### src/rtl/dcc_pkg.sv
package dcc_pkg;
  // Byte offsets of the registers on the AXI4-Lite slave.
  localparam logic [7:0] OFS_CTRL = 8'h00;
  localparam logic [7:0] OFS_IEN = 8'h04;
  localparam logic [7:0] OFS_CTRL2 = 8'h08;
  localparam logic [7:0] OFS_STAT = 8'h0c;
  localparam logic [7:0] OFS_PEEK = 8'h10;
  localparam logic [7:0] OFS_SHAPE = 8'h14;
  // Field positions of channel_control.
  localparam int REQ_SEL_LSB = 0;
  localparam int REQ_SEL_W = 5;
  localparam int FRAME_PER_REQ = 5;
  localparam int PRIO_BIT = 6;
  localparam int ENABLE_BIT = 7;
  localparam int AUTO_INIT_BIT = 8;
  localparam int REPEAT_BIT = 9;
  localparam int LEGACY_OFF_BIT = 10;
  localparam int END_PROG_BIT = 11;
  localparam int SRC_AMODE_LSB = 12;
  localparam int DST_AMODE_LSB = 14;
  // Bit of channel_control_second.
  localparam int BLOCK_PER_REQ = 0;
  // Event bits of the status register; the enables take those below EV_W.
  localparam int EV_TIMEOUT = 0;
  localparam int EV_DROP = 1;
  localparam int EV_HALF = 2;
  localparam int EV_FRAME = 3;
  localparam int EV_LAST = 4;
  localparam int EV_BLOCK = 5;
  localparam int EV_SYNC = 6;
  localparam int EV_W = 6;
  // Values after reset.
  localparam logic [15:0] CTRL_RST = 16'h0000;
  localparam logic [5:0] IEN_RST = 6'h03;
  localparam logic [6:0] STAT_RST = 7'h00;
  localparam logic [31:0] SHAPE_RST = 32'h0001_0001;
  // Selector value of an unsynchronised channel.
  localparam logic [4:0] REQ_NONE = 5'h00;
  // AXI response codes.
  localparam logic [1:0] RESP_OKAY = 2'h0;
  localparam logic [1:0] RESP_SLVERR = 2'h2;
  // Channel states, Gray coded along idle, armed, move, hold.
  typedef enum logic [1:0] {
    ST_IDLE = 2'h0,
    ST_ARMED = 2'h1,
    ST_MOVE = 2'h3,
    ST_HOLD = 2'h2
  } dcc_state_t;
endpackage : dcc_pkg

### src/rtl/dcc_channel.sv
// Contract
// - request selector picks triggering request line
// - frame mode moves one frame per request
// - block mode moves one block per request
// - otherwise one element per request
// - priority bit gives highest or lowest level
// - enable starts; clearing stops and resets channel
// - hardware enable clear beats processor write
// - autoinit reloads and restarts, else stops
// - enable clear stops now, autoinit clear later
// - autoinit with repeat restarts immediately
// - end_prog permits reload; else wait for it
// - legacy model bit selects programming model
// - addressing modes constant, increment, single, double
// - enabled event raises interrupt and status bit
// - timeout at either port interrupts when enabled
// - request during service signals event drop
// - half frame interrupt when enabled
// - frame done interrupt when enabled
// - last frame start interrupt when enabled
// - block done interrupt when enabled
// - status clears on functional read only
`timescale 1ns/1ps
`default_nettype none
module dcc_channel (
  input wire logic aclk,
  input wire logic aresetn,
  input wire logic [31:0] s_axi_awaddr,
  input wire logic s_axi_awvalid,
  output logic s_axi_awready,
  input wire logic [31:0] s_axi_wdata,
  input wire logic [3:0] s_axi_wstrb,
  input wire logic s_axi_wvalid,
  output logic s_axi_wready,
  output logic [1:0] s_axi_bresp,
  output logic s_axi_bvalid,
  input wire logic s_axi_bready,
  input wire logic [31:0] s_axi_araddr,
  input wire logic s_axi_arvalid,
  output logic s_axi_arready,
  output logic [31:0] s_axi_rdata,
  output logic [1:0] s_axi_rresp,
  output logic s_axi_rvalid,
  input wire logic s_axi_rready,
  input wire logic [31:1] dma_req,
  input wire logic elem_done,
  input wire logic src_timeout,
  input wire logic dst_timeout,
  output logic move_req,
  output logic prio_high,
  output logic legacy_model_off,
  output logic [1:0] src_amode,
  output logic [1:0] dst_amode,
  output logic channel_irq
);
  // Software visible registers.
  logic [15:0] channel_control;
  logic [5:0] channel_interrupt_enables;
  logic block_per_request;
  logic [6:0] channel_status;
  logic [15:0] elems_per_frame;
  logic [15:0] frames_per_block;
  // Channel progress.
  dcc_pkg::dcc_state_t state;
  logic [15:0] elem_cnt;
  logic [15:0] frame_cnt;
  logic req_prev;
  // Write channel holding registers; address and data arrive in any order.
  logic aw_held;
  logic w_held;
  logic [7:0] aw_addr;
  logic [31:0] w_data;
  logic [3:0] w_strb;

  // Named views of the control fields.
  logic [4:0] req_sel;
  logic frame_per_request;
  logic enable;
  logic auto_init;
  logic repeat_on;
  logic end_prog;
  assign req_sel = channel_control[dcc_pkg::REQ_SEL_LSB +: dcc_pkg::REQ_SEL_W];
  assign frame_per_request = channel_control[dcc_pkg::FRAME_PER_REQ];
  assign enable = channel_control[dcc_pkg::ENABLE_BIT];
  assign auto_init = channel_control[dcc_pkg::AUTO_INIT_BIT];
  assign repeat_on = channel_control[dcc_pkg::REPEAT_BIT];
  assign end_prog = channel_control[dcc_pkg::END_PROG_BIT];

  // Static outputs straight from the control register flops, and the move grant from the state and enable.
  assign prio_high = channel_control[dcc_pkg::PRIO_BIT];
  assign legacy_model_off = channel_control[dcc_pkg::LEGACY_OFF_BIT];
  assign src_amode = channel_control[dcc_pkg::SRC_AMODE_LSB +: 2];
  assign dst_amode = channel_control[dcc_pkg::DST_AMODE_LSB +: 2];
  assign move_req = (state == dcc_pkg::ST_MOVE) && enable;

  // Selected request line; selector zero means no hardware request.
  logic synced;
  logic req_level;
  logic req_rise;
  assign synced = (req_sel != dcc_pkg::REQ_NONE);
  assign req_level = synced ? dma_req[req_sel] : 1'b0;
  assign req_rise = req_level && !req_prev;

  // Position within the block when an element completes.
  logic elem_step;
  logic frame_end;
  logic block_end;
  logic quantum_end;
  assign elem_step = move_req && elem_done;
  assign frame_end = elem_step && (elem_cnt == elems_per_frame - 16'h0001);
  assign block_end = frame_end && (frame_cnt == frames_per_block - 16'h0001);
  // The service quantum per request decides when to wait again.
  always_comb begin
    if (block_per_request) begin
      quantum_end = block_end;
    end else if (frame_per_request) begin
      quantum_end = frame_end;
    end else begin
      quantum_end = elem_step;
    end
  end

  // Completion decisions; autoinit reloads when repeat or end_prog allows.
  logic reload_ok;
  logic hw_clr_en;
  assign reload_ok = auto_init && (repeat_on || end_prog);
  // Without autoinit the channel stops and hardware drops enable.
  assign hw_clr_en = (block_end && !auto_init)
    || ((state == dcc_pkg::ST_HOLD) && enable && !auto_init);

  // Raw channel events before the enables are applied.
  logic [dcc_pkg::EV_W-1:0] events;
  logic [dcc_pkg::EV_W-1:0] fired;
  always_comb begin
    events = '0;
    events[dcc_pkg::EV_TIMEOUT] = enable && (src_timeout || dst_timeout);
    // A new request while the previous one is still served is dropped.
    events[dcc_pkg::EV_DROP] = synced && req_rise && move_req && !quantum_end;
    events[dcc_pkg::EV_HALF] = elem_step
      && (elem_cnt == (elems_per_frame >> 1) - 16'h0001) && (elems_per_frame > 16'h0001);
    events[dcc_pkg::EV_FRAME] = frame_end;
    // The last frame counts as started once its first element is moved.
    events[dcc_pkg::EV_LAST] = elem_step && (elem_cnt == 16'h0000)
      && (frame_cnt == frames_per_block - 16'h0001);
    events[dcc_pkg::EV_BLOCK] = block_end;
  end
  // Only enabled events reach the processor; the status register also takes the sync bit unmasked.
  assign fired = events & channel_interrupt_enables;

  // The interrupt is a one-cycle pulse per cycle with an enabled event.
  always_ff @(posedge aclk) begin
    if (!aresetn) begin
      channel_irq <= 1'b0;
    end else begin
      channel_irq <= |fired;
    end
  end

  // Request line history for the edge detector.
  always_ff @(posedge aclk) begin
    if (!aresetn) begin
      req_prev <= 1'b0;
    end else begin
      req_prev <= req_level;
    end
  end

  // Channel state machine.
  always_ff @(posedge aclk) begin
    if (!aresetn) begin
      state <= dcc_pkg::ST_IDLE;
    end else if (!enable) begin
      // Dropping enable stops at once, even mid block.
      state <= dcc_pkg::ST_IDLE;
    end else begin
      case (state)
        dcc_pkg::ST_IDLE: begin
          state <= dcc_pkg::ST_ARMED;
        end
        dcc_pkg::ST_ARMED: begin
          // Unsynchronised channels start without waiting.
          if (!synced || req_rise) begin
            state <= dcc_pkg::ST_MOVE;
          end
        end
        dcc_pkg::ST_MOVE: begin
          if (block_end) begin
            if (!auto_init) begin
              state <= dcc_pkg::ST_IDLE;
            end else if (reload_ok) begin
              state <= dcc_pkg::ST_ARMED;
            end else begin
              state <= dcc_pkg::ST_HOLD;
            end
          end else if (quantum_end && synced) begin
            state <= dcc_pkg::ST_ARMED;
          end
        end
        dcc_pkg::ST_HOLD: begin
          // Waiting for software to set end_prog or to drop autoinit.
          if (!auto_init) begin
            state <= dcc_pkg::ST_IDLE;
          end else if (reload_ok) begin
            state <= dcc_pkg::ST_ARMED;
          end
        end
        default: begin
          state <= dcc_pkg::ST_IDLE;
        end
      endcase
    end
  end

  // Element and frame counters; they restart on every new block.
  always_ff @(posedge aclk) begin
    if (!aresetn) begin
      elem_cnt <= 16'h0000;
      frame_cnt <= 16'h0000;
    end else if (!enable || block_end) begin
      elem_cnt <= 16'h0000;
      frame_cnt <= 16'h0000;
    end else if (frame_end) begin
      elem_cnt <= 16'h0000;
      frame_cnt <= frame_cnt + 16'h0001;
    end else if (elem_step) begin
      elem_cnt <= elem_cnt + 16'h0001;
    end
  end

  // AXI handshakes; one write and one read are handled at a time.
  logic do_write;
  logic rd_take;
  assign s_axi_awready = !aw_held && !s_axi_bvalid;
  assign s_axi_wready = !w_held && !s_axi_bvalid;
  assign do_write = aw_held && w_held && !s_axi_bvalid;
  assign s_axi_arready = !s_axi_rvalid;
  assign rd_take = s_axi_arvalid && s_axi_arready;

  // Capture address and data separately so either may come first.
  always_ff @(posedge aclk) begin
    if (!aresetn) begin
      aw_held <= 1'b0;
      w_held <= 1'b0;
      aw_addr <= 8'h00;
      w_data <= 32'h0000_0000;
      w_strb <= 4'h0;
    end else begin
      if (s_axi_awvalid && s_axi_awready) begin
        aw_held <= 1'b1;
        aw_addr <= s_axi_awaddr[7:0];
      end else if (do_write) begin
        aw_held <= 1'b0;
      end
      if (s_axi_wvalid && s_axi_wready) begin
        w_held <= 1'b1;
        w_data <= s_axi_wdata;
        w_strb <= s_axi_wstrb;
      end else if (do_write) begin
        w_held <= 1'b0;
      end
    end
  end

  // Address decode for the write response code.
  logic wr_mapped;
  always_comb begin
    case (aw_addr)
      dcc_pkg::OFS_CTRL, dcc_pkg::OFS_IEN, dcc_pkg::OFS_CTRL2, dcc_pkg::OFS_SHAPE: begin
        wr_mapped = 1'b1;
      end
      default: begin
        wr_mapped = 1'b0;
      end
    endcase
  end

  // Write response; status registers and unknown offsets give an error.
  always_ff @(posedge aclk) begin
    if (!aresetn) begin
      s_axi_bvalid <= 1'b0;
      s_axi_bresp <= dcc_pkg::RESP_OKAY;
    end else if (do_write) begin
      s_axi_bvalid <= 1'b1;
      s_axi_bresp <= wr_mapped ? dcc_pkg::RESP_OKAY : dcc_pkg::RESP_SLVERR;
    end else if (s_axi_bready) begin
      s_axi_bvalid <= 1'b0;
    end
  end

  // Byte-lane merge of the incoming word with the old value.
  function automatic logic [31:0] merge(input logic [31:0] old, input logic [31:0] dat,
                                        input logic [3:0] strb);
    logic [31:0] res;
    res = old;
    for (int i = 0; i < 4; i++) begin
      if (strb[i]) begin
        res[i*8 +: 8] = dat[i*8 +: 8];
      end
    end
    return res;
  endfunction : merge

  // Control register; a hardware enable clear discards the same-cycle write.
  logic wr_ctrl;
  logic [31:0] ctrl_new;
  assign wr_ctrl = do_write && (aw_addr == dcc_pkg::OFS_CTRL);
  assign ctrl_new = merge({16'h0000, channel_control}, w_data, w_strb);
  always_ff @(posedge aclk) begin
    if (!aresetn) begin
      channel_control <= dcc_pkg::CTRL_RST;
    end else if (hw_clr_en) begin
      channel_control[dcc_pkg::ENABLE_BIT] <= 1'b0;
    end else if (wr_ctrl) begin
      channel_control <= ctrl_new[15:0];
    end
  end

  // Remaining writable registers.
  logic [31:0] ien_new;
  logic [31:0] ctrl2_new;
  assign ien_new = merge({26'h0, channel_interrupt_enables}, w_data, w_strb);
  assign ctrl2_new = merge({31'h0, block_per_request}, w_data, w_strb);
  always_ff @(posedge aclk) begin
    if (!aresetn) begin
      channel_interrupt_enables <= dcc_pkg::IEN_RST;
      block_per_request <= 1'b0;
      elems_per_frame <= dcc_pkg::SHAPE_RST[15:0];
      frames_per_block <= dcc_pkg::SHAPE_RST[31:16];
    end else if (do_write) begin
      case (aw_addr)
        dcc_pkg::OFS_IEN: begin
          channel_interrupt_enables <= ien_new[dcc_pkg::EV_W-1:0];
        end
        dcc_pkg::OFS_CTRL2: begin
          block_per_request <= ctrl2_new[dcc_pkg::BLOCK_PER_REQ];
        end
        dcc_pkg::OFS_SHAPE: begin
          {frames_per_block, elems_per_frame} <=
            merge({frames_per_block, elems_per_frame}, w_data, w_strb);
        end
        default: begin
          block_per_request <= block_per_request;
        end
      endcase
    end
  end

  // Status bits: set beats the read clear; the peek address never clears.
  logic stat_clr;
  logic [6:0] stat_set;
  assign stat_clr = rd_take && (s_axi_araddr[7:0] == dcc_pkg::OFS_STAT);
  assign stat_set = {(state == dcc_pkg::ST_ARMED) && synced && req_rise && enable, fired};
  always_ff @(posedge aclk) begin
    if (!aresetn) begin
      channel_status <= dcc_pkg::STAT_RST;
    end else if (stat_clr) begin
      channel_status <= stat_set;
    end else begin
      channel_status <= channel_status | stat_set;
    end
  end

  // Read data mux; the old status is returned before the clear lands.
  logic [31:0] rd_word;
  logic rd_ok;
  always_comb begin
    rd_word = 32'h0000_0000;
    rd_ok = 1'b1;
    case (s_axi_araddr[7:0])
      dcc_pkg::OFS_CTRL: rd_word = {16'h0000, channel_control};
      dcc_pkg::OFS_IEN: rd_word = {26'h0, channel_interrupt_enables};
      dcc_pkg::OFS_CTRL2: rd_word = {31'h0, block_per_request};
      dcc_pkg::OFS_STAT, dcc_pkg::OFS_PEEK: rd_word = {25'h0, channel_status};
      dcc_pkg::OFS_SHAPE: rd_word = {frames_per_block, elems_per_frame};
      default: rd_ok = 1'b0;
    endcase
  end

  // Read response registered one cycle after the address is taken.
  always_ff @(posedge aclk) begin
    if (!aresetn) begin
      s_axi_rvalid <= 1'b0;
      s_axi_rdata <= 32'h0000_0000;
      s_axi_rresp <= dcc_pkg::RESP_OKAY;
    end else if (rd_take) begin
      s_axi_rvalid <= 1'b1;
      s_axi_rdata <= rd_word;
      s_axi_rresp <= rd_ok ? dcc_pkg::RESP_OKAY : dcc_pkg::RESP_SLVERR;
    end else if (s_axi_rready) begin
      s_axi_rvalid <= 1'b0;
    end
  end
endmodule : dcc_channel
`default_nettype wire

### config.mk
export PLATFORM = sky130hd
export DESIGN_NAME = dcc_channel
export DESIGN_NICKNAME = d
export VERILOG_FILES = /design/src/rtl/dcc_pkg.sv /design/src/rtl/dcc_channel.sv
export SDC_FILE = /design/constraint.sdc
export NUM_CORES = 1
export LEC_CHECK = 0
export BUFFER_PORTS_ARGS = -buffer_cell sky130_fd_sc_hd__buf_2
export CAP_MARGIN = 20
export CORE_MARGIN = 1
export CORE_UTILIZATION = 56
export CTS_CLUSTER_SIZE = 10
export DETAILED_ROUTE_END_ITERATION = 16
export PLACE_DENSITY_LB_ADDON = 0.2
export SLEW_MARGIN = 15
export SYNTH_ARGS = -nofsm -noshare
export SYNTH_HDL_FRONTEND = slang
export SYNTH_SLANG_ARGS = --single-unit
export TNS_END_PERCENT = 1
### constraint.sdc
create_clock -name aclk -period 3.4 [get_ports aclk]
set_input_delay 0.68 -clock aclk [delete_from_list [all_inputs] [get_ports aclk]]
set_output_delay 0.68 -clock aclk [all_outputs]
set_load 0.01 [all_outputs]
**Yosys cells after proc, flatten, opt, wreduce, memory -nomap -nowiden**

Cells that the tools add are included.

- Flip-flop bits (word level): 182
- Bits in latches: 0
- Memory bits (writable): 0
- ROM bits: 0
- Bits of input ports: 141
- Output and inout port bits: 49
- Word-level logic and storage cells: 150
- Memories: 0

- Add/subtract/negate cells: 5
- $mul: 0
- Divide/modulo/power cells: 0
- $lt $le $gt $ge: 2
- Equality and inequality tests: 17
- Shift-type cells: 0
- Muxes and demuxes: 26
- Bitwise operators: 4
- Reduce and logical (&&, ||, !) cells: 71

Operators with widths:

| cell | number |
|---|---|
| case mux 32 bit (5 select lines) | 1 |
| equality test 16 bit | 3 |
| adder 16 x 1 -> 16 bit (second input constant) | 2 |
| subtractor 16 x 1 -> 16 bit (second input constant) | 2 |
| logical AND 1 bit | 30 |
| AND reduction 3 bit | 9 |
| equality test 8 x 4 -> 1 bit (second input constant) | 3 |
| equality test 8 x 5 -> 1 bit (second input constant) | 3 |
| two-way mux 2 bit | 9 |
| equality test 8 x 3 -> 1 bit (second input constant) | 2 |
| greater-than comparator 16 x 1 -> 1 bit (second input constant) | 1 |
| logical NOT 16 bit | 1 |
| logical NOT 8 bit | 2 |
| subtractor 15 x 1 -> 16 bit (second input constant) | 1 |
| two-way mux 1 bit | 13 |
| OR reduction 6 bit | 2 |
| logical NOT 1 bit | 9 |
| case mux 2 bit (4 select lines) | 1 |
| nonzero test 2 bit | 4 |
| two-way mux 7 bit | 1 |
| bitwise OR 7 bit | 1 |
| bitwise AND 6 bit | 1 |
| less-than comparator 5 x 6 -> 1 bit (second input constant) | 1 |
| OR reduction 2 bit | 3 |
| 13 further kinds | 20 |

**Depth between registers and ports, before layout**

Gate-level depths: netlist of run 1.

- Word-level depth: 11
- Depth in mapped cells: 13
- Gate-level depth less buffers: 10

**Least setup slack after synthesis of run 1**

OpenSTA, ideal clock, no wires.

- Path kind: register -> register
- Start: register elems_per_frame[0]
- End: register channel_control[0]
- Library setup time: 0.118 ns
- Data arrival time: 2.755 ns
- Data required time: 3.282 ns
- Slack: 0.526 ns
- Cell stages (with the launch flop): 12
- Buffers on the path: 1
- Period minus slack after synthesis: 2.874 ns
- Cells stage by stage: dfxtp_1 -> inv_1 -> ha_1 -> nor4b_4 -> and3_1 -> or3_1 -> a311o_1 -> nor3_4 -> nand3_2 -> a32o_1 -> buf_6 -> mux2i_1

- Longest elaborated chain between the ends: 8

RTL lines:

| element | line | source |
|---|---|---|
| from (decl) | dcc_channel.sv:61 | `logic [15:0] elems_per_frame;` |
| from (signal assigned) | dcc_channel.sv:327 | `elems_per_frame <= dcc_pkg::SHAPE_RST[15:0];` |
| from (signal assigned) | dcc_channel.sv:338 | `{frames_per_block, elems_per_frame} <=` |
| subtractor 16 x 1 -> 16 bit | dcc_channel.sv:110 | `assign frame_end = elem_step && (elem_cnt == elems_per_frame - 16'h0001);` |
| equality test 16 bit | dcc_channel.sv:110 |  |
| logical AND 1 bit | dcc_channel.sv:110 |  |
| logical AND 1 bit | dcc_channel.sv:111 | `assign block_end = frame_end && (frame_cnt == frames_per_block - 16'h0001);` |
| logical AND 1 bit | dcc_channel.sv:128 | `assign hw_clr_en = (block_end && !auto_init)` |
| logical OR 1 bit | dcc_channel.sv:129 | `\|\| ((state == dcc_pkg::ST_HOLD) && enable && !auto_init);` |
| NOT 1 bit (no source line) | - |  |
| AND reduction 3 bit (no source line) | - |  |
| to (signal assigned) | dcc_channel.sv:310 | `channel_control <= dcc_pkg::CTRL_RST;` |
| to (signal assigned) | dcc_channel.sv:314 | `channel_control <= ctrl_new[15:0];` |
| to (decl) | dcc_channel.sv:57 | `logic [15:0] channel_control;` |

Every way passes these cells.
A chain may end at the register's enable or synchronous reset.

**Final worst setup path of run 1**

- Start: register elems_per_frame[1]
- End: register channel_control[5]

Same word-level chain as after synthesis.

==> results of run 1 <==
-- layout by cell type (no fill, tap or decap), types with 5 or more instances in the layout --
master     count
mux2i_1       44
clkbuf_16     17
o21ai_0       20
or3_1          5
dfxtp_1      180
and3_1        15
nand4_1       31
nor3b_1        7
a211oi_1      11
a22oi_1       24
and2_1        11
buf_4         28
mux4_2         7
nor4_1        12
buf_2        139
nor3_1        22
nor2_1       114
nand2_1      211
inv_1         14
xor2_1        47
ha_1           7
xnor2_1       37
a21oi_1      120
nand3_1       57
-- cell usage after synthesis, types with 4 or more instances --
library cell and n:
inv_1 14, nand2_1 211, dfxtp_1 180, or3_1 5, buf_2 13, nor4_1 12, mux4_2 7, nand3_1 57
nor3_1 23, nand2b_1 4, xor2_1 47, nand4_1 31, and2_1 11, o21ai_0 20, a22oi_1 24, and3_1 15
xnor2_1 37, ha_1 7, buf_4 10, o21bai_1 4, nor2_1 114, nor3b_1 7, a211oi_1 11, clkbuf_1 68
mux2i_1 44, a21oi_1 120
-- per-stage QoR --
step	instance area [um^2]	utilization
after CTS	10800	0.656
after global placement	10200	0.618
after global routing	10800	0.656
after detailed placement	10200	0.618
final	10800	0.656
after floorplan	9400	-
-- critical path: stages (launching register included) --
cell	delay (ns)
dfxtp_1	0.46
inv_1	0.14
ha_1	0.25
nor4b_4	0.16
and3_1	0.22
or3_1	0.34
a311o_1	0.41
nor3_4	0.21
nand3_2	0.10
buf_4	0.18
a32o_1	0.36
mux2i_1	0.16
-- logic make-up (layout without fill, tap and decap cells) --
kind of cell,Yosys count,after routing,synth area share
AOI/OAI and AO/OA,221,221,0.144
and+or+nand+nor,521,521,0.267
adders and majority gates,7,7,0.00932
other,1,2,0.000399
DFF,180,180,0.383
muxes,53,53,0.0660
xor gates and xnor gates,84,84,0.0783
buffers and inverters,111,215,0.0516
-- worst max-delay path by stage --
| stage | start | endpoint | slack [ns] |
|---|---|---|---|
| after floorplan | elems_per_frame[0] | channel_control[0] | 0.53 |
| after global placement | elems_per_frame[1] | channel_control[3] | 0.35 |
| after detailed placement | elems_per_frame[1] | channel_control[3] | 0.32 |
| after CTS | elems_per_frame[1] | channel_control[6] | 0.30 |
| after global routing | elems_per_frame[1] | channel_control[12] | 0.1 |
| final | elems_per_frame[1] | channel_control[5] | 0.28 |
-- cell type report --
type                    instances  area share
inverters                      15     0.00533
clock buffers                  18      0.0407
multi-input cells             888       0.492
repair buffers                168      0.0857
well taps                     220      0.0255
clock inverters                14      0.0168
flip-flops and latches        180       0.334
-- routing by layer --
layer,up-vias,GRT usage,routed length (um)
met4,0,0.105,616
met3,59,0.0544,1530
li1,4273,-,-
met2,297,0.429,10700
met5,-,0,0
met1,4030,0.406,11400
-- state kept, by name, summed over array words and instances (netlist names), 6 cells and up --
signal                     flops
s_axi_rdata                   32
w_data                        32
channel_control               16
elem_cnt                      16
elems_per_frame               16
frame_cnt                     16
frames_per_block              16
aw_addr                        8
channel_status                 7
channel_interrupt_enables      6
-- power by group --
| group | switching [mW] | total (mW) | internal, mW |
|---|---|---|---|
| clock | 0.960 | 2.04 | 1.08 |
| combinational | 0.150 | 0.249 | 0.0991 |
| sequential | 0.0402 | 2.19 | 2.15 |
==> metrics, run 1 <==
clock latency on the worst-skew pair=0.45 ns; Synth top area share=0.383; clk_skew=0.0116 ns; full die area=0.0173 mm^2; power density over cell area=~410 mW/mm^2; per-cell routed wire length=between 15 and 20 um; EDFF count, synth=0; vias in the first global route=between 7000 and 8000; FF-to-FF path depth=11; Seq cells post-synth=between 150 and 200; Yosys Warn Count=0; VDD IR max=roughly 0.37 mV; CTS clk-pin slew, worst paths=0.07 ns; worst-path fanout max=7; Hold Vio Cnt, Final=0; CTS Sinks=180; Antenna diodes=0; GP Congestion=a little over 0.9; Critical Path Source Type=register; Place WS=roughly 0.32 ns; flop-to-flop setup slack=about 0.28 ns; Final Power=roughly 4.5 mW; Critical R2R Capture=channel_control[5]; max-cap violations=0; Post-Syn Area=~0.0094 mm^2; CTS tree=done; Setup violations, final=0; FF/Latch Area=0.00360 mm^2; root buf cell=clkbuf_16; Mapped Cells=between 1000 and 1500; Final TNS setup=0 ns; Hold Path Depth=2; Hold-fix buffers, CTS=0; top cells by area, synth=dfxtp_1 (38%), nand2_1 (8.4%), a21oi_1 (6.4%), mux2i_1 (4.7%), nor2_1 (4.6%); NumNets Final=1418; layout cells sized above 1=0.178; vias per std cell=around 5.8; Total Routing Usage GR=0.286; CTS H-tree lvls=4; critical path required time=~3.7 ns; r2r startpoint=elems_per_frame[1]; initial core utilization=0.571; IO Port Bufs=between 100 and 150; fmax=roughly 320 MHz; first-pass GRT wire length=slightly below 40000 um; status=completed; CORE AREA=roughly 0.016 mm^2; mean post-synth cell area=~8.0 um^2; initial DRC count=between 600 and 700; max-slew violations=0; PnR worst setup slack=~0.28 ns; top_reg_cell synth=dfxtp_1; post-CTS resize count=0; CTS Buffer Depth=2; fraction of registers with async set/reset=0; CP Capture Type=register; Post-Layout Cell Count=approximately 1500; Synth area leader=dfxtp_1; Critical Path AT=3.44 ns; Final period util=0.919; Hold Path Origin=s_axi_rready; Via Count=just under 9000; crit path time final=approximately 3.1 ns; area of the multi-input gates=0.00532 mm^2; Crit Path Category=register to register; gr ovfl total=0; DRT Wirelength=24200 um; Seq/Total Area, Yosys=0.383; synth unique cells=72; cts bufs inserted=17; RSZ-0062 raised after global routing=no; chip height=~130 um; dpl cells=1471; area grow syn2layout=14.9%; number of fillers in the final layout=1449; Post-CTS Setup Inserts=0; die width=roughly 130 um; Min Hold Slack=about 0.42 ns; detailed placer's ending HPWL=between 15000 and 20000 um; Pleak=between 4 and 5 nW; Rel. slew slack=0.543; Remaining DRCs=0; num ports=between 150 and 200; antenna viol nets, final=0; Hold/Removal Path Class=input port to register; worst hold endpoint=s_axi_rvalid; antenna violations before repair=0; FP Rows=47; 1st-pass router iterations=5; Worst Tran Pin Value=0.683 ns; pin count of the biggest net entering global routing=47
(Power assumes the default switching activity.)
==> inputs of run 2 (changes only) <==
CORE_MARGIN = 5   (was 1)
GPL_ROUTABILITY_DRIVEN = 1   (was not set)
GPL_TIMING_DRIVEN = 0   (was not set)
==> metrics, run 2 (synthesized netlist as in run 1, its figures left out) <==
status=completed; Critical Path Source Type=register; Largest regs=s_axi_rdata (32), w_data (32); layout cells sized above 1=0.169; Hold Path Depth=2; CTS Sinks=180; FP Rows=47; root buf cell=clkbuf_16; Remaining DRCs=0; Setup crit start=elems_per_frame[1]; Hold/Removal Path Class=input port to register; most common cell after layout, fill and taps aside=nand2_1; CP Capture Type=register; power density over cell area=398 mW/mm^2; cts bufs inserted=17; pin count of the biggest net entering global routing=19; area grow syn2layout=16.9%; NumNets Final=between 1000 and 1500; CTS H-tree lvls=4; FF/Latch Area=0.00361 mm^2; r2r startpoint=elems_per_frame[1]; antenna violations before repair=0; detailed placer's ending HPWL=roughly 20000 um; fmax=about 300 MHz; first-pass GRT wire length=42600 um; Total Routing Usage GR=0.268; CTS Buffer Depth=2; CTS clk-pin slew, worst paths=about 0.07 ns; area of the multi-input gates=around 0.0054 mm^2; DRT Wirelength=around 27000 um; antenna viol nets, final=0; Hold-fix buffers, CTS=0; Pleak=~4.2 nW; Min Hold Slack=between 0.4 and 0.5 ns; initial core utilization=0.569; Worst Tran Pin Value=~1.0 ns; die width=approximately 140 um; crit path time final=roughly 3.3 ns; per-cell routed wire length=between 15 and 20 um; Via Count=roughly 9000; max-cap violations=0; Final period util=0.961; Crit Path Category=register to register; initial DRC count=760; CORE AREA=~0.017 mm^2; commonest cells after routing, fill and taps aside=nand2_1 (211), dfxtp_1 (178), buf_2 (151), a21oi_1 (120), nor2_1 (114); clk_skew=between 0.01 and 0.015 ns; FF-to-FF path depth=11; full die area=a little under 0.02 mm^2; chip height=between 100 and 150 um; Setup violations, final=0; Antenna diodes=0; Rel. slew slack=0.300; max-slew violations=0; vias in the first global route=between 8000 and 9000; VDD IR max=roughly 0.37 mV; RSZ-0062 raised after global routing=no; clock latency on the worst-skew pair=around 0.44 ns; Critical Path AT=around 3.6 ns; critical path required time=about 3.8 ns; gr ovfl total=0; 1st-pass router iterations=5; Critical R2R Capture=frame_cnt[15]; worst-path fanout max=10; num ports=190; Final Power=4.37 mW; GP Congestion=0.948; vias per std cell=around 5.7; IO Port Bufs=approximately 140; flop-to-flop setup slack=about 0.13 ns; PnR worst setup slack=roughly 0.13 ns; CTS tree=done; Setup crit end=frame_cnt[15]; Hold Vio Cnt, Final=0; Place WS=-0.253 ns; number of fillers in the final layout=roughly 1400
[run 2: cell type report]
class / instances / area share
tap: 220 / 0.0250
timing repair buffer: 141 / 0.0649
inverter: 15 / 0.00512
clock inverter: 14 / 0.0121
sequential: 180 / 0.328
multi-input combinational: 889 / 0.487
clock buffer: 18 / 0.0390
buffer: 95 / 0.0387
[run 2: how the worst min path moves through the flow]
stage,from,slack [ns],end
finish,s_axi_rready,0.41,s_axi_rvalid
global route,s_axi_rready,0.41,s_axi_rvalid
CTS,s_axi_rready,0.41,s_axi_rvalid
detailed placement,s_axi_rdata[29],0.44,s_axi_rdata[29]
global placement,s_axi_rdata[29],0.44,s_axi_rdata[29]
floorplan,aw_addr[1],0.44,aw_addr[1]
[run 2: per-stage QoR]
step	cells	util	area (um^2)	TNS, ns
3_3_place_gp	1537	0.628	10400	-2.81
3_5_place_dp	1537	0.628	10400	-3.90
6_report	1572	0.665	11000	0
5_1_grt	1572	0.665	11000	0
2_1_floorplan	1179	-	9400	0
4_1_cts	1572	0.664	11000	0
[run 2: metal layers]
layer	routed length (um)	track usage
met5	0	0
met4	700	0.0852
met3	1710	0.0446
met2	12300	0.439
met1	11900	0.363
[run 2: worst max-delay path, stage by stage, from the launching register on]
cell and delay (ns):
dfxtp_2 0.37, inv_1 0.14, ha_1 0.32, nor4b_4 0.24, buf_4 0.19, nand4_1 0.11
xnor2_1 0.35, nand4_1 0.22, nor3_4 0.52, nand3_4 0.20, or3_1 0.38, a21oi_1 0.14
[run 2: power by group]
group	total [mW]	internal [mW]	switching, mW
Combinational	0.272	0.101	0.170
Clock	1.92	0.977	0.940
Sequential	2.18	2.15	0.0345
[run 2: repair_timing]
action | 4_1_cts | 5_1_grt
setup endpoints to repair | 39 | 39
gates cloned | 1 | 0
pin swaps | 1 | 1
buffers inserted | 2 | 1
gates resized for setup | 2 | 3
